`src/logic/ccp_defs.svh`:
```
`ifndef CCP_DEFS_SVH
`define CCP_DEFS_SVH

// Cache control register layout
`define CCP_CREG_DCE_BIT 31
`define CCP_CREG_ICE_BIT 15
`define CCP_CREG_RESET   32'h0000_0000

// Replacement counter
`define CCP_CTR_W        2
`define CCP_CTR_RESET    2'h0
`define CCP_WAYS         4

// Instruction holding register: words per half-line usable by a loop
`define CCP_HOLD_WORDS   2'h3

`endif

```
`src/logic/ccp_pkg.sv`:
```
package ccp_pkg;

  typedef enum logic [1:0] {
    CCP_MODE_WTHRU  = 2'h0,
    CCP_MODE_CPBACK = 2'h1,
    CCP_MODE_NONSER = 2'h2,
    CCP_MODE_SERIAL = 2'h3
  } ccp_mode_t;

  typedef enum logic [6:0] {
    CCP_ST_IDLE = 7'h01,
    CCP_ST_FILL = 7'h02,
    CCP_ST_WBCK = 7'h04,
    CCP_ST_WTHR = 7'h08,
    CCP_ST_PUSH = 7'h10,
    CCP_ST_INHB = 7'h20,
    CCP_ST_BYPS = 7'h40
  } ccp_state_t;

endpackage : ccp_pkg

```
`src/logic/ccp_cache_policy.sv`:
```
`timescale 1ns/100ps
`include "ccp_defs.svh"

// Notes on behaviour
// - Allocate first invalid way, else counter victim
// - Separate 2-bit replacement counter per cache
// - Instruction counter counts each half-line access
// - Data counter: reads, copyback writes, write-through transfers
// - Full set: replace counter way, then increment
// - Enables at bits 31, 15; no line change
// - Reset clears control register and counters, not lines
// - Disable pin overrides enables after current access
// - Disable seen between halves of split operand
// - Disabled caches bypassed; maintenance still acts
// - Holding register serves loops in three words
// - Push writes a dirty selected line, then invalidates that line
// - Maintenance ignores enables and disable pin
// - Four modes; default nonserialized or write-through
// - Cachable read: hit served, miss fills
// - Write-through writes memory, no write allocate
// - Copyback write hit sets dirty, no bus
// - Dirty data leaves only on replace, inhibit, push
// - Dirty victim buffered, fill, then written back
// - Inhibited access bypasses, inhibit out during transfer
// - Inhibited hit pushes dirty or invalidates line
// - Serialized accesses strictly in order, read once
module ccp_cache_policy
  import ccp_pkg::*;
(
  // Clock and reset
  input  wire logic                    ref_clk_i,
  input  wire logic                    rst_b_i,
  // Control register move
  input  wire logic                    creg_wr_i,
  input  wire logic [31:0]             creg_wdata_i,
  output logic      [31:0]             creg_rdata_o,
  // External disable pin, active low
  input  wire logic                    cache_disable_input_b_i,
  // Instruction side
  input  wire logic                    ic_req_i,
  input  wire logic [31:1]             ic_addr_i,
  input  wire logic                    ic_cachable_i,
  input  wire logic                    ic_hit_i,
  input  wire logic [`CCP_WAYS-1:0]    ic_valid_i,
  output logic                         ic_fill_o,
  output logic      [`CCP_CTR_W-1:0]   ic_way_o,
  output logic                         ic_hold_hit_o,
  output logic                         ic_inval_o,
  // Data side request
  input  wire logic                    dc_req_i,
  input  wire logic                    dc_write_i,
  input  wire logic                    xlate_on_i,
  input  wire logic [1:0]              caching_mode_field_i,
  input  wire logic                    dc_hit_i,
  input  wire logic                    dc_hit_dirty_i,
  input  wire logic [`CCP_WAYS-1:0]    dc_valid_i,
  input  wire logic [`CCP_WAYS-1:0]    dc_dirty_i,
  output logic                         dc_ack_o,
  output logic                         busy_o,
  // Data array commands
  output logic      [`CCP_CTR_W-1:0]   dc_way_o,
  output logic                         dc_fill_o,
  output logic                         dc_update_o,
  output logic                         dc_set_dirty_o,
  output logic                         dc_inval_o,
  output logic                         dc_to_cbbuf_o,
  // Maintenance, one selected line per request
  input  wire logic                    maint_req_i,
  input  wire logic                    push_invalidate_op_i,
  input  wire logic                    maint_dc_i,
  input  wire logic                    maint_ic_i,
  input  wire logic                    maint_line_dirty_i,
  // Bus controller
  output logic                         bus_req_o,
  output logic                         bus_write_o,
  output logic                         bus_line_o,
  output logic                         cache_inhibit_out_o,
  output logic                         serialize_o,
  input  wire logic                    bus_done_i
);

  // Control register
  logic dce_q, dce_d, ice_q, ice_d;
  logic [31:0] creg_rdata_q, creg_rdata_d;
  always_comb begin
    dce_d = dce_q;
    ice_d = ice_q;
    if (creg_wr_i) begin
      dce_d = creg_wdata_i[`CCP_CREG_DCE_BIT];
      ice_d = creg_wdata_i[`CCP_CREG_ICE_BIT];
    end
    creg_rdata_d = 32'h0000_0000;
    creg_rdata_d[`CCP_CREG_DCE_BIT] = dce_d;
    creg_rdata_d[`CCP_CREG_ICE_BIT] = ice_d;
  end
  always_ff @(posedge ref_clk_i or negedge rst_b_i) begin
    if (!rst_b_i) begin
      dce_q        <= 1'b0;
      ice_q        <= 1'b0;
      creg_rdata_q <= `CCP_CREG_RESET;
    end else begin
      dce_q        <= dce_d;
      ice_q        <= ice_d;
      creg_rdata_q <= creg_rdata_d;
    end
  end

  // Disable pin synchroniser
  logic cache_disable_input_s1_q, cache_disable_input_s2_q;
  always_ff @(posedge ref_clk_i or negedge rst_b_i) begin
    if (!rst_b_i) begin
      cache_disable_input_s1_q <= 1'b1;
      cache_disable_input_s2_q <= 1'b1;
    end else begin
      cache_disable_input_s1_q <= cache_disable_input_b_i;
      cache_disable_input_s2_q <= cache_disable_input_s1_q;
    end
  end

  // First invalid way, else the counter's way
  function automatic logic [`CCP_CTR_W-1:0] ccp_pick(input logic [`CCP_WAYS-1:0] vld,
                                                     input logic [`CCP_CTR_W-1:0] ctr);
    logic [`CCP_CTR_W-1:0] w;
    w = ctr;
    for (int i = `CCP_WAYS - 1; i >= 0; i--) begin
      if (!vld[i]) w = i[`CCP_CTR_W-1:0];
    end
    return w;
  endfunction : ccp_pick

  // Instruction side
  logic                  ic_en;
  logic [`CCP_CTR_W-1:0] ic_ctr_q, ic_ctr_d, ic_way_q, ic_way_d;
  logic                  ic_fill_q, ic_fill_d, ic_hold_hit_q, ic_hold_hit_d;
  logic                  ic_inval_q, ic_inval_d, hold_v_q, hold_v_d;
  logic [31:3]           hold_tag_q, hold_tag_d;
  // Data side
  ccp_state_t            st_q, st_d;
  ccp_mode_t             mode;
  logic                  dis_q, dis_d, dc_en;
  logic [`CCP_CTR_W-1:0] dc_ctr_q, dc_ctr_d, dc_way_q, dc_way_d;
  logic                  wr_pend_q, wr_pend_d, wb_pend_q, wb_pend_d, mnt_q, mnt_d, ser_q, ser_d;
  logic                  dc_fill_q, dc_fill_d, dc_upd_q, dc_upd_d, dc_dirty_q, dc_dirty_d;
  logic                  dc_inval_q, dc_inval_d, cbbuf_q, cbbuf_d, ack_q, ack_d, busy_q, busy_d;
  logic                  breq_q, breq_d, bwr_q, bwr_d, bline_q, bline_d, cio_q, cio_d;
  assign ic_en = ice_q & ~dis_q;
  assign dc_en = dce_q & ~dis_q;
  always_comb begin
    ic_ctr_d      = ic_ctr_q;
    ic_way_d      = ic_way_q;
    ic_fill_d     = 1'b0;
    ic_hold_hit_d = 1'b0;
    hold_v_d      = hold_v_q;
    hold_tag_d    = hold_tag_q;
    if (ic_req_i) begin
      if (ic_en) begin
        ic_ctr_d = ic_ctr_q + 2'h1;
        if (!ic_hit_i && ic_cachable_i) begin
          ic_fill_d = 1'b1;
          ic_way_d  = ccp_pick(ic_valid_i, ic_ctr_q);
        end
      end else begin
        // Loop caught only while it stays in the first six bytes
        ic_hold_hit_d = hold_v_q && hold_tag_q == ic_addr_i[31:3]
                        && ic_addr_i[2:1] != `CCP_HOLD_WORDS;
        hold_v_d      = 1'b1;
        hold_tag_d    = ic_addr_i[31:3];
      end
    end
    if (ic_inval_d) hold_v_d = 1'b0;
  end

  always_ff @(posedge ref_clk_i or negedge rst_b_i) begin
    if (!rst_b_i) begin
      ic_ctr_q      <= `CCP_CTR_RESET;
      ic_way_q      <= `CCP_CTR_RESET;
      ic_fill_q     <= 1'b0;
      ic_hold_hit_q <= 1'b0;
      hold_v_q      <= 1'b0;
      hold_tag_q    <= '0;
    end else begin
      ic_ctr_q      <= ic_ctr_d;
      ic_way_q      <= ic_way_d;
      ic_fill_q     <= ic_fill_d;
      ic_hold_hit_q <= ic_hold_hit_d;
      hold_v_q      <= hold_v_d;
      hold_tag_q    <= hold_tag_d;
    end
  end

  // Effective caching mode
  assign mode = xlate_on_i ? ccp_mode_t'(caching_mode_field_i) : (dc_en ? CCP_MODE_WTHRU : CCP_MODE_NONSER);
  // One access at a time keeps serialized order and single reads
  always_comb begin
    st_d = st_q;          dis_d = dis_q;         dc_ctr_d = dc_ctr_q;   dc_way_d = dc_way_q;
    wr_pend_d = wr_pend_q; wb_pend_d = wb_pend_q; mnt_d = mnt_q;         ser_d = ser_q;
    dc_fill_d = 1'b0;     dc_upd_d = 1'b0;       dc_dirty_d = 1'b0;     dc_inval_d = 1'b0;
    cbbuf_d = 1'b0;       ack_d = 1'b0;          ic_inval_d = 1'b0;
    breq_d = breq_q;      bwr_d = bwr_q;         bline_d = bline_q;     cio_d = cio_q;
    unique case (st_q)
      CCP_ST_IDLE: begin
        dis_d = ~cache_disable_input_s2_q;
        if (maint_req_i) begin
          if (maint_dc_i && push_invalidate_op_i && maint_line_dirty_i) begin
            {breq_d, bwr_d, bline_d, mnt_d} = 4'hF;
            st_d = CCP_ST_PUSH;
          end else begin
            dc_inval_d = maint_dc_i;
            ic_inval_d = maint_ic_i;
            ack_d      = 1'b1;
          end
        end else if (dc_req_i) begin
          wr_pend_d = dc_write_i;
          wb_pend_d = 1'b0;
          mnt_d     = 1'b0;
          ser_d     = mode == CCP_MODE_SERIAL;
          if (!dc_en) begin
            {breq_d, bwr_d, bline_d} = {1'b1, dc_write_i, 1'b0};
            st_d = CCP_ST_BYPS;
          end else if (mode == CCP_MODE_NONSER || mode == CCP_MODE_SERIAL) begin
            if (dc_hit_i && dc_hit_dirty_i) begin
              {breq_d, bwr_d, bline_d} = 3'h7;
              st_d = CCP_ST_PUSH;
            end else begin
              dc_inval_d = dc_hit_i;
              {breq_d, bwr_d, bline_d, cio_d} = {1'b1, dc_write_i, 2'h1};
              st_d = CCP_ST_INHB;
            end
          end else if (dc_write_i && mode == CCP_MODE_WTHRU) begin
            dc_upd_d = dc_hit_i;
            {breq_d, bwr_d, bline_d} = 3'h6;
            st_d = CCP_ST_WTHR;
          end else begin
            dc_ctr_d = dc_ctr_q + 2'h1;
            if (dc_hit_i) begin
              dc_upd_d   = dc_write_i;
              dc_dirty_d = dc_write_i;
              ack_d      = 1'b1;
            end else begin
              dc_way_d  = ccp_pick(dc_valid_i, dc_ctr_q);
              wb_pend_d = &dc_valid_i && dc_dirty_i[dc_ctr_q];
              cbbuf_d   = &dc_valid_i && dc_dirty_i[dc_ctr_q];
              {breq_d, bwr_d, bline_d} = 3'h5;
              st_d = CCP_ST_FILL;
            end
          end
        end
      end
      CCP_ST_FILL: begin
        if (bus_done_i) begin
          dc_fill_d  = 1'b1;
          dc_upd_d   = wr_pend_q;
          dc_dirty_d = wr_pend_q;
          if (wb_pend_q) begin
            {breq_d, bwr_d, bline_d} = 3'h7;
            st_d = CCP_ST_WBCK;
          end else begin
            breq_d = 1'b0;
            ack_d  = 1'b1;
            st_d   = CCP_ST_IDLE;
          end
        end
      end
      CCP_ST_WTHR: begin
        if (bus_done_i) begin
          dc_ctr_d = dc_ctr_q + 2'h1;
          breq_d   = 1'b0;
          ack_d    = 1'b1;
          st_d     = CCP_ST_IDLE;
        end
      end
      CCP_ST_PUSH: begin
        if (bus_done_i) begin
          dc_inval_d = 1'b1;
          if (mnt_q) begin
            ic_inval_d = maint_ic_i;
            breq_d     = 1'b0;
            ack_d      = 1'b1;
            st_d       = CCP_ST_IDLE;
          end else begin
            {breq_d, bwr_d, bline_d, cio_d} = {1'b1, wr_pend_q, 2'h1};
            st_d = CCP_ST_INHB;
          end
        end
      end
      CCP_ST_WBCK, CCP_ST_INHB, CCP_ST_BYPS: begin
        if (bus_done_i) begin
          {breq_d, cio_d, ser_d} = 3'h0;
          ack_d = 1'b1;
          st_d  = CCP_ST_IDLE;
        end
      end
      default: begin
        {breq_d, cio_d, ser_d} = 3'h0;
        st_d = CCP_ST_IDLE;
      end
    endcase
    busy_d = st_d != CCP_ST_IDLE;
  end
  always_ff @(posedge ref_clk_i or negedge rst_b_i) begin
    if (!rst_b_i) begin
      st_q <= CCP_ST_IDLE;  dis_q <= 1'b0;      dc_ctr_q <= `CCP_CTR_RESET; dc_way_q <= `CCP_CTR_RESET;
      wr_pend_q <= 1'b0;    wb_pend_q <= 1'b0;  mnt_q <= 1'b0;              ser_q <= 1'b0;
      dc_fill_q <= 1'b0;    dc_upd_q <= 1'b0;   dc_dirty_q <= 1'b0;         dc_inval_q <= 1'b0;
      cbbuf_q <= 1'b0;      ack_q <= 1'b0;      ic_inval_q <= 1'b0;         busy_q <= 1'b0;
      breq_q <= 1'b0;       bwr_q <= 1'b0;      bline_q <= 1'b0;            cio_q <= 1'b0;
    end else begin
      st_q <= st_d;         dis_q <= dis_d;     dc_ctr_q <= dc_ctr_d;       dc_way_q <= dc_way_d;
      wr_pend_q <= wr_pend_d; wb_pend_q <= wb_pend_d; mnt_q <= mnt_d;       ser_q <= ser_d;
      dc_fill_q <= dc_fill_d; dc_upd_q <= dc_upd_d; dc_dirty_q <= dc_dirty_d; dc_inval_q <= dc_inval_d;
      cbbuf_q <= cbbuf_d;   ack_q <= ack_d;     ic_inval_q <= ic_inval_d;   busy_q <= busy_d;
      breq_q <= breq_d;     bwr_q <= bwr_d;     bline_q <= bline_d;         cio_q <= cio_d;
    end
  end
  assign creg_rdata_o        = creg_rdata_q;
  assign ic_fill_o           = ic_fill_q;
  assign ic_way_o            = ic_way_q;
  assign ic_hold_hit_o       = ic_hold_hit_q;
  assign ic_inval_o          = ic_inval_q;
  assign dc_ack_o            = ack_q;
  assign busy_o              = busy_q;
  assign dc_way_o            = dc_way_q;
  assign dc_fill_o           = dc_fill_q;
  assign dc_update_o         = dc_upd_q;
  assign dc_set_dirty_o      = dc_dirty_q;
  assign dc_inval_o          = dc_inval_q;
  assign dc_to_cbbuf_o       = cbbuf_q;
  assign bus_req_o           = breq_q;
  assign bus_write_o         = bwr_q;
  assign bus_line_o          = bline_q;
  assign cache_inhibit_out_o = cio_q;
  assign serialize_o         = ser_q;
endmodule : ccp_cache_policy

```
`config.mk`:
```
export PLATFORM = sky130hd
export DESIGN_NAME = ccp_cache_policy
export DESIGN_NICKNAME = d
export VERILOG_FILES = /design/src/logic/ccp_pkg.sv /design/src/logic/ccp_cache_policy.sv
export VERILOG_INCLUDE_DIRS = /design/src /design/src/logic
export SDC_FILE = /design/constraint.sdc
export NUM_CORES = 1
export LEC_CHECK = 0
export BUFFER_PORTS_ARGS = -buffer_cell sky130_fd_sc_hd__buf_2
export CAP_MARGIN = 20
export CORE_ASPECT_RATIO = 2
export CORE_MARGIN = 2
export CORE_UTILIZATION = 53
export CTS_CLUSTER_DIAMETER = 30
export CTS_CLUSTER_SIZE = 24
export DETAILED_ROUTE_END_ITERATION = 10
export GPL_TIMING_DRIVEN = 0
export PLACE_DENSITY = 0.86
export RECOVER_POWER = 25
export REMOVE_ABC_BUFFERS = 1
export SLEW_MARGIN = 20
export SYNTH_ARGS = -nofsm -noshare
export SYNTH_HDL_FRONTEND = slang
export SYNTH_SLANG_ARGS = --single-unit
```
`constraint.sdc`:
```
create_clock -name ref_clk_i -period 3.5 [get_ports ref_clk_i]
set_clock_uncertainty 0.05 [all_clocks]
set_input_delay 1.05 -clock ref_clk_i [delete_from_list [all_inputs] [get_ports ref_clk_i]]
set_output_delay 1.05 -clock ref_clk_i [all_outputs]
set_load 0.1 [all_outputs]
```
[Word-level counts from Yosys, hierarchy flattened]
Cells that the tools add are included.
Storage, ports and cells
  register bits after elaboration: 70
  input bits: 95
  logic and storage cells: 245
Cells by class
  add/subtract/negate cells: 2
  order comparisons: 1
  equality and inequality tests: 31
  mux-type cells: 137
  bitwise gates (word level): 11
  reductions and logical operators: 32
Operator list (count)
  2-to-1 mux 1 bit: 95
  2-to-1 mux 7 bit: 10
  2-to-1 mux 2 bit: 16
  equality test 29 bit: 1
  != test 2 bit, second input constant: 14
  case mux 7 bit (4 select lines): 1
  AND reduction 7 bit: 2
  2-to-1 mux 6 bit: 2
  case mux 1 bit (4 select lines): 3
  inverter 1 bit: 9
  case mux 1 bit (3 select lines): 3
  AND reduction 3 bit: 3
  AND reduction 9 bit: 1
  logical AND 1 bit: 8
  case mux 1 bit (2 select lines): 4
  AND reduction 4 bit: 2
  AND reduction 8 bit: 1
  equality test 7 x 1 -> 1 bit, second input constant: 1
  equality test 7 x 2 -> 1 bit, second input constant: 1
  equality test 7 x 3 -> 1 bit, second input constant: 1
  equality test 7 x 4 -> 1 bit, second input constant: 1
  equality test 7 x 5 -> 1 bit, second input constant: 1
  equality test 7 x 6 -> 1 bit, second input constant: 1
  equality test 7 bit, second input constant: 1
  21 further kinds: 32

[Depth between registers and ports, before layout]
Gate-level depths: netlist of run 1.
  word-level depth: 13
  mapped depth: 9
  mapped depth without buffers: 6

[Least setup slack after synthesis of run 1]
Ideal clock, no wire load.
  path type: in2reg
  from: input caching_mode_field_i[1]
  to: register bline_q, in the netlist bus_line_o
  library setup time: 0.128 ns
  arrival time: 2.276 ns
  path slack: 1.046 ns
  cell stages on the path: 6
  buffers on the path: 0
  path through: nand2b_1 -> o21a_1 -> o22ai_1 -> a41o_1 -> nor3_4 -> mux2_1
Between the ends
  cells in the longest elaborated chain, start to end: 9
Ends and longest elaborated chain
  from (decl): line ccp_cache_policy.sv:53  | input wire logic [1:0] caching_mode_field_i,
  2-to-1 mux 2 bit *: line ccp_cache_policy.sv:192  | assign mode = xlate_on_i ? ccp_mode_t'(caching_mode_field_i) : (dc_en ? CCP_MODE_WTHRU : CCP_MODE_NONSER);
  logical NOT 2 bit: line ccp_cache_policy.sv:229  | end else if (dc_write_i && mode == CCP_MODE_WTHRU) begin
  logical AND 1 bit: line ccp_cache_policy.sv:229
  2-to-1 mux 1 bit: line ccp_cache_policy.sv:229
  2-to-1 mux 1 bit: line ccp_cache_policy.sv:220  | end else if (mode == CCP_MODE_NONSER || mode == CCP_MODE_SERIAL) begin
  2-to-1 mux 1 bit: line ccp_cache_policy.sv:217  | if (!dc_en) begin
  2-to-1 mux 1 bit: line ccp_cache_policy.sv:212  | end else if (dc_req_i) begin
  2-to-1 mux 1 bit: line ccp_cache_policy.sv:203  | if (maint_req_i) begin
  case mux 1 bit (3 select lines): line ccp_cache_policy.sv:200  | unique case (st_q)
  to (signal assigned): line ccp_cache_policy.sv:312  | breq_q <= breq_d; bwr_q <= bwr_d; bline_q <= bline_d; cio_q <= cio_d;
  to (decl): line ccp_cache_policy.sv:145  | logic breq_q, breq_d, bwr_q, bwr_d, bline_q, bline_d, cio_q, cio_d;
Mark *: on every way between the ends. The rest lies on a longest branch, timed or not. The select of a mux whose other input is x is not followed.
A chain may end at the register's enable or synchronous reset.

[Worst setup path in the final report of run 1]
  from: register st_q[6]
  to: register wb_pend_q
Between the ends
  cells in the longest elaborated chain, start to end: 2
Ends and longest elaborated chain
  from (decl): line ccp_cache_policy.sv:138  | ccp_state_t st_q, st_d;
  from (signal assigned): line ccp_cache_policy.sv:308  | st_q <= st_d; dis_q <= dis_d; dc_ctr_q <= dc_ctr_d; dc_way_q <= dc_way_d;
  equality test 7 x 1 -> 1 bit: line ccp_cache_policy.sv:200
  AND reduction 3 bit (no source line)
  to (signal assigned): line ccp_cache_policy.sv:309  | wr_pend_q <= wr_pend_d; wb_pend_q <= wb_pend_d; mnt_q <= mnt_d; ser_q <= ser_d;
  to (decl): line ccp_cache_policy.sv:142  | logic wr_pend_q, wr_pend_d, wb_pend_q, wb_pend_d, mnt_q, mnt_d, ser_q, ser_d;
No other way between the ends.

==> metrics.md, run 1 <==
| Metric | Value |
|---|---|
| Peak VDD IR | `0.000512 V` |
| Minimum clock period | `2.89 ns` |
| CP bufs+invs | `0` |
| Routed Antenna Nets | `0` |
| M1 WL | `3.12 mm` |
| Clock sinks | `68` |
| Hold Crit Endpoint | `cache_disable_input_s2_q` |
| Postcts setup bufs | `0` |
| Gr usage total | `23.7%` |
| Met2 wire length | `4.94 mm` |
| Most frequent cells after synthesis | `65 x dfrtp_1, 32 x buf_4, 31 x mux2_2` |
| Inserted Clock Buffers | `9` |
| Gate power share | `40.0%` |
| Total wire length | `8.95 mm` |
| Largest fanout on the critical path | `13` |
| Synth Flop Type | `dfrtp_1` |
| Ports | `146` |
| # rows | `43` |
| Hold path start | `cache_disable_input_s1_q` |
| Clk pwr share | `26.9%` |
| Req. time, crit path | `3.72 ns` |
| Netlist Area Pre-Place | `3810 um^2` |
| Slowest cell on crit path | `a2111oi_1` |
| Hold Crit Class | `reg -> reg` |
| Hold Violations, Final | `0` |
| Status | `finished clean` |
| Largest net degree at the start of global routing | `54` |
| CP Class | `reg -> reg` |
| DRC errors left | `0` |
| Global-route wire length before repair | `14.4 mm` |
| Worst R2R Setup Slack | `0.61 ns` |
| RSZ-0062 raised after global routing | `no` |
| Setup violators final | `0` |
| R2R Path Start | `st_q[6]` |
| Max-cap viol count | `0` |
| Initial Utilization | `54.9%` |
| Unique masters post-synth | `53` |
| Async SR Flop Fraction | `100%` |
| Synth top area cells | `dfrtp_1 43%, mux2_2 9.2%, buf_4 6.3%, xor2_1 5.3%, o21ai_0 3.7%` |
| GRT Residual Overflow | `0` |
| Routability Congestion | `0.958` |
| Yosys reg bits | `68` |
| Top layer in use | `met4` |
| Htree depth | `3` |
| Clk_lat worst skew | `0.32 ns` |
| Routed wire length per instance | `16.1 um` |
| Sequential fraction of design power | `33.2%` |
| HPWL Detailed | `6.79 mm` |
| NetSw | `0.00153 W` |
| Avg Vias per Cell | `5.58` |
| Synth-to-Final Area Change | `18.6%` |
| DR pass1 iterations | `4` |
| Core area | `6940 um^2` |
| Cells along the critical path | `nor4_2 -> nand3_1 -> a2111oi_1 -> and3_1 -> a21o_1` |
| Most common cell in the netlist | `dfrtp_1` |
| Critical Path Max Stage Delay | `0.89 ns` |
| Worst Setup Slack post-DPL | `0.657 ns` |
| Die H | `124 um` |
| CTS tree | `built` |
| Setup crit end kind | `flop` |
| EDFF count, synth | `0` |
| Critical path startpoint category | `flop` |
| Leak | `2.11 nW` |
| Relative slew slack | `13.4%` |
| Cells on Worst Hold Path | `0` |
| Root Buffer | `clkbuf_16` |
| CP top delay family | `simple AND/OR/NAND/NOR gates` |
| Cell Pwr Density | `801 nW/um^2` |
| Int Power | `0.00209 W` |
| Placed cell area | `4220 um^2` |
| Slew @ Worst Pin | `1.30 ns` |
| Final Cycle Share | `82.7%` |
| Filler cells | `556` |
| Vias in the first global route | `3,217` |
| Yosys top cell by area | `dfrtp_1` |
| Reg2Reg Depth | `5` |
| WL met3 | `546 um` |
| Clock Pin Slew Worst Setup and Hold Paths | `0.05 ns` |
| # diodes | `0` |
| Worst setup slack after layout | `0.607 ns` |
| Register area share after synthesis | `44.8%` |
| Initial antenna violation count | `0` |
| Fin. max-slew vios | `0` |
| Nets | `555` |
| Yosys warnings | `0` |
| Quantity of I/O buffers inserted on ports | `85` |
| Post-synth top area share | `42.7%` |
| Crit path DAT | `3.11 ns` |
| F_max | `0.346 GHz` |
| Initial drt markers | `235` |
| Clock Path Buffers | `2` |
| CTS resizes | `0` |
| Mean Syn Cell Area | `9.97 um^2` |
| FF-to-FF End | `wb_pend_q` |
| Via count | `3,095` |
| Layout cells sized above 1 | `29.7%` |
| Hold Buf Count CTS | `0` |
| Die width | `64.0 um` |
| Final instance area | `4520 um^2` |
| Mapped Cells | `382` |
| Sw frac | `42.3%` |
| Die ar. | `7920 um^2` |
[sequential cells by signal, summed over array words and instances (netlist names), 2 cells and up]
name / flops
hold_tag_q: 29
st_q: 7
dc_ctr_q: 2
dc_way_o: 2
ic_ctr_q: 2
ic_way_o: 2
[final cells by class]
cell class,instances,area [um^2],area share [%]
Clock buffer,12,256,5.68
Clock inverter,4,72.6,1.61
Inverter,11,41.3,0.914
Multi-Input combinational cell,283,1880,41.5
Sequential cell,68,1710,37.7
Tap cell,90,113,2.49
Timing Repair Buffer,87,455,10.1
[how the worst max path moves through the flow]
stage,from,to,slack [ns],depth (start not counted)
global placement,dis_q,ic_hold_hit_o,-0.75,4
global route,rst_b_i,hold_tag_q[11],0.52,2
CTS,st_q[6],wb_pend_q,0.70,5
floorplan,creg_rdata_o[15],hold_tag_q[10],-0.38,3
detailed placement,caching_mode_field_i[1],bus_line_o,0.66,7
finish,st_q[6],wb_pend_q,0.61,5
[power by group through the flow]
stage / Sequential [W] / Combinational [W] / Clock (W)
after global routing: 0.00123 / 0.00153 / 0.00102
after floorplan: 0.00158 / 0.000727 / 0
after detailed placement: 0.00121 / 0.00144 / 0
after CTS: 0.00120 / 0.00145 / 0.000991
after global placement: 0.00118 / 0.00139 / 0
final: 0.00120 / 0.00145 / 0.000972
[cells in the final DEF (no fill, tap or decap), types with 3 or more instances in the layout]
master and n:
nor3_1 8, inv_1 11, dfstp_2 3, a21oi_1 12, xnor2_1 14, conb_1 30, nand2_1 26, o31ai_1 3
o21ai_0 27, clkbuf_1 3, a31oi_1 5, xor2_1 23, nand2b_1 6, nor4_1 8, nand4_1 5, and3_1 5
nand3_1 11, dfrtp_1 65, mux2_2 31, o22ai_1 4, clkbuf_16 9, buf_2 83, nor2b_1 5, nor2_1 22
[per-layer routing]
layer  global-route usage, %  vias to the layer above
met2                    43.7                      142
met1                    23.5                     1481
met3                    5.33                       24
li1                        -                     1448
met5                       0                        -
met4                    14.7                        0
[kinds of logic after synthesis]
| group | count (synthesis) | share of synthesized area, % |
|---|---|---|
| buf+inv | 60 | 9.16 |
| mux | 36 | 10.9 |
| xor+xnor | 37 | 8.51 |
| compound gates | 69 | 11.2 |
| flops | 68 | 44.8 |
| other cells | 1 | 0.0984 |
| simple gates | 111 | 15.4 |
[worst reg2reg max path, cell delays in order (launching register included)]
cell and delay (ns):
dfrtp_1 0.56, nor4_2 0.54, nand3_1 0.41, a2111oi_1 0.89, and3_1 0.30, a21o_1 0.09
[stage by stage]
step	cells	utilization [%]	total power, W	hold WS (ns)	setup TNS [ns]
2_1_floorplan	362	-	0.00231	0.295	-11.53
3_3_place_gp	537	59.8	0.00258	0.298	-18.39
3_5_place_dp	539	60.8	0.00265	0.304	0
4_1_cts	555	65.5	0.00364	0.312	0
5_1_grt	555	65.1	0.00378	0.314	0
6_report	555	65.1	0.00362	0.310	0
Note: power is estimated with default switching activity, not from simulation.
==> run 2, diff against run 1 <==
--- a/config.mk
+++ b/config.mk
@@ -10,12 +10,12 @@
 export CAP_MARGIN = 20
 export CORE_ASPECT_RATIO = 2
 export CORE_MARGIN = 2
-export CORE_UTILIZATION = 53
+export CORE_UTILIZATION = 45
 export CTS_CLUSTER_DIAMETER = 30
 export CTS_CLUSTER_SIZE = 24
 export DETAILED_ROUTE_END_ITERATION = 10
 export GPL_TIMING_DRIVEN = 0
-export PLACE_DENSITY = 0.86
+export PLACE_DENSITY = 0.77
 export RECOVER_POWER = 25
 export REMOVE_ABC_BUFFERS = 1
 export SLEW_MARGIN = 20
==> constraint.sdc (replaced) <==
create_clock -name ref_clk_i -period 2.4 [get_ports ref_clk_i]
set_clock_uncertainty 0.05 [all_clocks]
set_input_delay 0.72 -clock ref_clk_i [delete_from_list [all_inputs] [get_ports ref_clk_i]]
set_output_delay 0.72 -clock ref_clk_i [all_outputs]
set_load 0.1 [all_outputs]
==> run 2 against run 1 <==
Against the previous run:
- final cell count grew 2.5%
- fmax grew 22%
- non-clock buffer count is 6 higher
- wire length decreased by 1.8%
- first-iteration DRC count is 20% lower
- worst hold slack worse by 0.0035 ns
- sequential cell count stayed put
- critical endpoint is now bus_line_o
==> metrics.md, run 2 (synthesis gave the netlist of run 1 again) <==
| Metric | Value |
|---|---|
| Routed wire length per instance | `15.4 um (-4.2%)` |
| Max reg flops | `29 (unchanged)` |
| FF-to-FF End | `bus_line_o` |
| Gr usage total | `19.4% (-4.3 points)` |
| Most frequent cells in the layout | `84 x buf_2, 62 x dfrtp_1, 31 x mux2_2, 30 x conb_1, 27 x o21ai_0` |
| Largest fanout on the critical path | `11 (-2)` |
| RSZ-0062 raised after global routing | `no` |
| Clock Path Buffers | `2 (unchanged)` |
| Crit path DAT | `2.52 ns (-0.59 ns)` |
| Initial drt markers | `188 (-20%)` |
| Max-cap viol count | `0 (unchanged)` |
| Total wire length | `8.79 mm (-1.8%)` |
| Cells on Worst Hold Path | `0 (unchanged)` |
| Commonest non-fill, non-tap cell in the layout | `buf_2` |
| Top flop regs | `hold_tag_q: 29 flops, st_q: 7 flops` |
| Clk_lat worst skew | `0.32 ns (about the same)` |
| Placed cell area | `4230 um^2 (+0.24%)` |
| Fin. max-slew vios | `0 (unchanged)` |
| Initial Utilization | `46.3% (-8.6 points)` |
| # rows | `47 (+9.3%)` |
| Hold Violations, Final | `0 (unchanged)` |
| HPWL Detailed | `6.69 mm (-1.5%)` |
| CTS tree | `built` |
| Vias in the first global route | `3,061 (-4.8%)` |
| Final Cycle Share | `98.8% (+16 points)` |
| Critical path startpoint category | `flop` |
| Quantity of I/O buffers inserted on ports | `85 (unchanged)` |
| Worst Setup Slack post-DPL | `-0.473 ns (-1.13 ns)` |
| DR pass1 iterations | `4 (unchanged)` |
| Routed Antenna Nets | `0 (unchanged)` |
| Setup violators final | `0 (unchanged)` |
| R2R Path Start | `st_q[0]` |
| Largest net degree at the start of global routing | `48 (-11%)` |
| CP Class | `reg -> reg` |
| Htree depth | `3 (unchanged)` |
| Routability Congestion | `0.921 (-3.9%)` |
| Setup crit end kind | `flop` |
| Nets | `561 (+1.1%)` |
| Die H | `134 um (+8.2%)` |
| Largest Register | `hold_tag_q` |
| Peak VDD IR | `0.000548 V (+7.1%)` |
| Req. time, crit path | `2.55 ns (-1.17 ns)` |
| Clock sinks | `68 (unchanged)` |
| Die ar. | `9260 um^2 (+17%)` |
| Relative slew slack | `24.9% (+11 points)` |
| GRT Residual Overflow | `0 (unchanged)` |
| Post-Route Utilization | `55.7% (-9.4 points)` |
| Cell Pwr Density | `1110 nW/um^2 (+38%)` |
| Inserted Clock Buffers | `9 (unchanged)` |
| DRC errors left | `0 (unchanged)` |
| Layout cells sized above 1 | `33.3% (+3.7 points)` |
| Root Buffer | `clkbuf_16` |
| Leak | `2.13 nW (+0.86%)` |
| # diodes | `0 (unchanged)` |
| Core area | `8230 um^2 (+19%)` |
| Status | `finished clean` |
| Minimum clock period | `2.37 ns (-0.523 ns)` |
| Initial antenna violation count | `0 (unchanged)` |
| Clock Pin Slew Worst Setup and Hold Paths | `0.05 ns (about the same)` |
| Avg Vias per Cell | `5.38 (-3.6%)` |
| Final instance area | `4590 um^2 (+1.5%)` |
| Reg2Reg Depth | `6 (+1)` |
| Synth-to-Final Area Change | `20.4%` |
| F_max | `0.422 GHz (+22%)` |
| Via count | `3,059 (-1.2%)` |
| Hold path start | `cache_disable_input_s1_q` |
| Ports | `146 (unchanged)` |
| Hold Crit Class | `reg -> reg` |
| Die width | `69.1 um (+8.0%)` |
| Global-route wire length before repair | `14.4 mm (+0.24%)` |
| Worst setup slack after layout | `0.0293 ns (-0.577 ns)` |
| Worst R2R Setup Slack | `0.03 ns (-0.58 ns)` |
| Slew @ Worst Pin | `1.13 ns (-0.172 ns)` |
| Hold Crit Endpoint | `cache_disable_input_s2_q` |
## run 2: changes by cell type in the layout (fill, tap and decap cells not counted), sizes merged
cell      delta
bufinv       -2
buf          +7
clkinv       +4
clkbuf       -4
clkinvlp     +1
## run 2: worst max path at each step
stage / startpoint / to / slack (ns) / cells after the start
floorplan: creg_rdata_o[15] / hold_tag_q[10] / -1.48 / 3
global placement: dis_q / ic_hold_hit_o / -1.83 / 4
finish: st_q[0] / bus_line_o / 0.03 / 6
detailed placement: st_q[6] / wb_pend_q / -0.47 / 5
CTS: st_q[2] / bus_line_o / 0.03 / 6
global route: st_q[0] / bus_line_o / 0.004 / 6
## run 2: critical path: stages (launching register included)
cell	delay [ns]
dfstp_2	0.44
or4_4	0.56
or3_4	0.45
nor2_2	0.14
a31oi_1	0.09
nor3_4	0.18
mux2_1	0.34
## run 2: cell type report
cell class              instances  area, um^2
clock buffers                   9         225
clock inverters                 7        43.8
fillers                       748        3650
inverters                      11        41.3
multi-input cells             283        1940
flip-flops and latches         68        1710
well taps                      98         123
repair buffers                 93         504
## run 2: what timing repair did
item	in CTS	in global routing
buffers inserted	6	0
hold buffers	0	0
setup endpoints to repair	10	3
pin swaps	1	0
resized for setup	10	4
cloned	0	0
## run 2: metrics by stage
stage	hold WS (ns)	TNS [ns]	total power [W]	cells
CTS	0.232	0	0.00510	569
global route	0.312	0	0.00534	569
finish	0.306	0	0.00507	569
floorplan	0.295	-45.82	0.00337	362
detailed placement	0.299	-2.42	0.00385	547
global placement	0.300	-54.30	0.00377	545
## run 2: report_power, final
part / switching (W) / total [W] / internal, W / leakage (nW)
Combinational: 0.00150 / 0.00217 / 0.000665 / 1.17
Clock: 0.000461 / 0.00115 / 0.000691 / 0.131
Sequential: 0.000290 / 0.00175 / 0.00146 / 0.827
Total: 0.00225 / 0.00507 / 0.00282 / 2.13
## run 2: metal layers
layer	vias to the layer above	track usage [%]	part of all wire (%)
met1	1430	20.5	36
met2	142	33.5	53
met5	-	0	0
li1	1455	-	-
met4	0	14.7	5.5
met3	32	3.76	5.3
==> run 3, diff against run 2 <==
--- a/config.mk
+++ b/config.mk
@@ -10,12 +10,12 @@
 export CAP_MARGIN = 20
 export CORE_ASPECT_RATIO = 2
 export CORE_MARGIN = 2
-export CORE_UTILIZATION = 45
+export CORE_UTILIZATION = 40
 export CTS_CLUSTER_DIAMETER = 30
 export CTS_CLUSTER_SIZE = 24
 export DETAILED_ROUTE_END_ITERATION = 10
 export GPL_TIMING_DRIVEN = 0
-export PLACE_DENSITY = 0.77
+export PLACE_DENSITY = 0.7
 export RECOVER_POWER = 25
 export REMOVE_ABC_BUFFERS = 1
 export SLEW_MARGIN = 20
==> run 3 against run 2 <==
Against the previous run:
- utilization down 6.1 points
- sequential cell count is the same
- non-clock buffer count increased by 3
- wire length is 0.80% higher
- critical path depth stayed put
- worst setup slack improved by 0.032 ns
- die area rose by 12%
- first-iteration DRC count fell by 28%
- fmax up 1.4%
- design area rose by 0.85%
- global-route usage decreased by 1.2 points
- highest routed layer unchanged
==> metrics.md, run 3 (synthesis gave the netlist of run 1 again) <==
| Metric | Value |
|---|---|
| Status | `finished clean` |
| Global-route wire length before repair | `14.5 mm (+0.43%)` |
| Hold path start | `cache_disable_input_s1_q` |
| Cells along the critical path | `nor4_4 -> nand3_2 -> nor3_1 -> a41o_1 -> nor3_4 -> mux2_1` |
| Post-Route Utilization | `49.6% (-6.1 points)` |
| CP Class | `reg -> reg` |
| Clk pwr share | `25.2% (+2.5 points)` |
| M3 GR Usage | `4.67% (+0.92 points)` |
| Setup violators final | `0 (unchanged)` |
| Leak | `2.16 nW (+1.2%)` |
| Hold_ws | `0.308 ns (+0.00182 ns)` |
| DRC errors left | `0 (unchanged)` |
| Layout cells sized above 1 | `33.3% (unchanged)` |
| CTS tree | `built` |
| Most frequent cells in the layout | `84 x buf_2, 61 x dfrtp_1, 31 x mux2_2, 30 x conb_1, 27 x o21ai_0` |
| Nets | `564 (+0.53%)` |
| Routed wire length per instance | `15.3 um (-0.77%)` |
| Hold Violations, Final | `0 (unchanged)` |
| CP top delay family | `simple AND/OR/NAND/NOR gates` |
| Met1 Resource Use GR | `18.0% (-2.4 points)` |
| GRT Residual Overflow | `0 (unchanged)` |
| Most Crowded Layer GR | `met2` |
| Routability Congestion | `0.878 (-4.7%)` |
| Setup crit end kind | `flop` |
| GR Layer Usage met2 | `33.3% (-0.21 points)` |
| Hold Buf Count CTS | `0 (unchanged)` |
| R2R Path Start | `st_q[4]` |
| Peak VDD IR | `0.000461 V (-16%)` |
| Slew @ Worst Pin | `0.835 ns (-0.291 ns)` |
| Inserted Clock Buffers | `9 (unchanged)` |
| Die width | `73.0 um (+5.7%)` |
| Worst R2R Setup Slack | `0.06 ns (+0.03 ns)` |
| Largest net degree at the start of global routing | `53 (+10%)` |
| Multi-input combinational cell area | `1910 um^2 (-1.4%)` |
| Largest fanout on the critical path | `12 (+1)` |
| Filler cells | `876 (+17%)` |
| Vias in the first global route | `3,114 (+1.7%)` |
| Die H | `142 um (+5.9%)` |
| Int Power | `0.00298 W (+5.8%)` |
| Clock Path Buffers | `2 (unchanged)` |
| Root Buffer | `clkbuf_16` |
| # rows | `50 (+6.4%)` |
| # diodes | `0 (unchanged)` |
| Worst Setup SP | `st_q[4]` |
| Routed Antenna Nets | `0 (unchanged)` |
| Gate power share | `41.1% (-1.6 points)` |
| Clock Pin Slew Worst Setup and Hold Paths | `0.05 ns (about the same)` |
| Die ar. | `10,400 um^2 (+12%)` |
| Fin. max-slew vios | `0 (unchanged)` |
| Via count | `3,055 (-0.13%)` |
| RSZ-0062 raised after global routing | `yes` |
| Initial Utilization | `40.9% (-5.4 points)` |
| Req. time, crit path | `2.55 ns (about the same)` |
| Clock sinks | `68 (unchanged)` |
| HPWL Detailed | `6.82 mm (+1.9%)` |
| Placed cell area | `4240 um^2 (+0.18%)` |
| NetSw | `0.00224 W (-0.54%)` |
| Slowest cell on crit path | `dfrtp_1` |
| Total wire length | `8.86 mm (+0.80%)` |
| Cell Pwr Density | `1130 nW/um^2 (+2.1%)` |
| Avg Vias per Cell | `5.29 (-1.7%)` |
| CP bufs+invs | `0 (unchanged)` |
| Hold Crit Class | `reg -> reg` |
| Max-cap viol count | `0 (unchanged)` |
| Top flop regs | `hold_tag_q: 29 flops, st_q: 7 flops` |
| Storage cell area | `1710 um^2 (about the same)` |
| F_max | `0.428 GHz (+1.4%)` |
| Htree depth | `3 (unchanged)` |
| Synth-to-Final Area Change | `21.4%` |
| Crit path DAT | `2.49 ns (-0.03 ns)` |
| Commonest non-fill, non-tap cell in the layout | `buf_2` |
| Clk_lat worst skew | `0.33 ns (about the same)` |
| Quantity of I/O buffers inserted on ports | `85 (unchanged)` |
| Core area | `9320 um^2 (+13%)` |
| Ports | `146 (unchanged)` |
| DR pass1 iterations | `4 (unchanged)` |
| Minimum clock period | `2.34 ns (-0.0317 ns)` |
| Final instance area | `4620 um^2 (+0.85%)` |
| Initial antenna violation count | `0 (unchanged)` |
| Gr usage total | `18.2% (-1.2 points)` |
| Largest Register | `hold_tag_q` |
| Relative slew slack | `44.3% (+19 points)` |
| Sequential fraction of design power | `33.6% (-1.0 points)` |
| Critical path startpoint category | `flop` |
| Final Cycle Share | `97.5% (-1.3 points)` |
| Max reg flops | `29 (unchanged)` |
| Initial drt markers | `135 (-28%)` |
| Critical Path Max Stage Delay | `0.54 ns (-0.02 ns)` |
| Sw frac | `42.9% (-1.5 points)` |
[run 3: final timing paths]
kind | to | depth (start not counted)
hold / removal | cache_disable_input_s2_q | 0
hold reg to reg | cache_disable_input_s2_q | 0
max in group asynchronous | st_q[3] | 2
setup reg to reg | bus_write_o | 6
setup / recovery | bus_write_o | 6
min in group asynchronous | hold_tag_q[20] | 1
[run 3: cell type report]
cell class	instances	area share (%)
Clock buffer	12	5.55
Clock inverter	4	1.03
Inverter	11	0.893
Multi-Input combinational cell	283	41.3
Sequential cell	68	37.0
Tap cell	104	2.81
Timing Repair Buffer	96	11.4
[run 3: layer usage]
metal / vias up / share of wire [%]
li1: 1461 / -
met1: 1469 / 36
met4: 0 / 3.4
met2: 102 / 56
met3: 23 / 5.0
met5: - / 0
[run 3: what timing repair did]
item | CTS | global route
endpoints found under the setup margin | 10 | 7
resized for setup | 9 | 2
pin swaps | 0 | 3
setup buffers | 6 | 3
[run 3: through the flow]
| step | total power [W] | worst slack [ns] | setup TNS (ns) | cells |
|---|---|---|---|---|
| 3_5_place_dp | 0.00386 | -0.459 | -2.42 | 553 |
| 2_1_floorplan | 0.00337 | -1.48 | -45.82 | 362 |
| 3_3_place_gp | 0.00379 | -1.90 | -57.98 | 551 |
| 4_1_cts | 0.00524 | 0.00646 | 0 | 575 |
| 6_report | 0.00522 | 0.0610 | 0 | 578 |
| 5_1_grt | 0.00550 | -0.00541 | -0.00724 | 578 |
[run 3: power groups by stage]
| stage | sequential (W) | clock (W) | combinational, W |
|---|---|---|---|
| CTS | 0.00175 | 0.00136 | 0.00213 |
| global route | 0.00180 | 0.00140 | 0.00230 |
| floorplan | 0.00231 | 0 | 0.00106 |
| finish | 0.00176 | 0.00132 | 0.00215 |
| detailed placement | 0.00176 | 0 | 0.00210 |
| global placement | 0.00174 | 0 | 0.00205 |
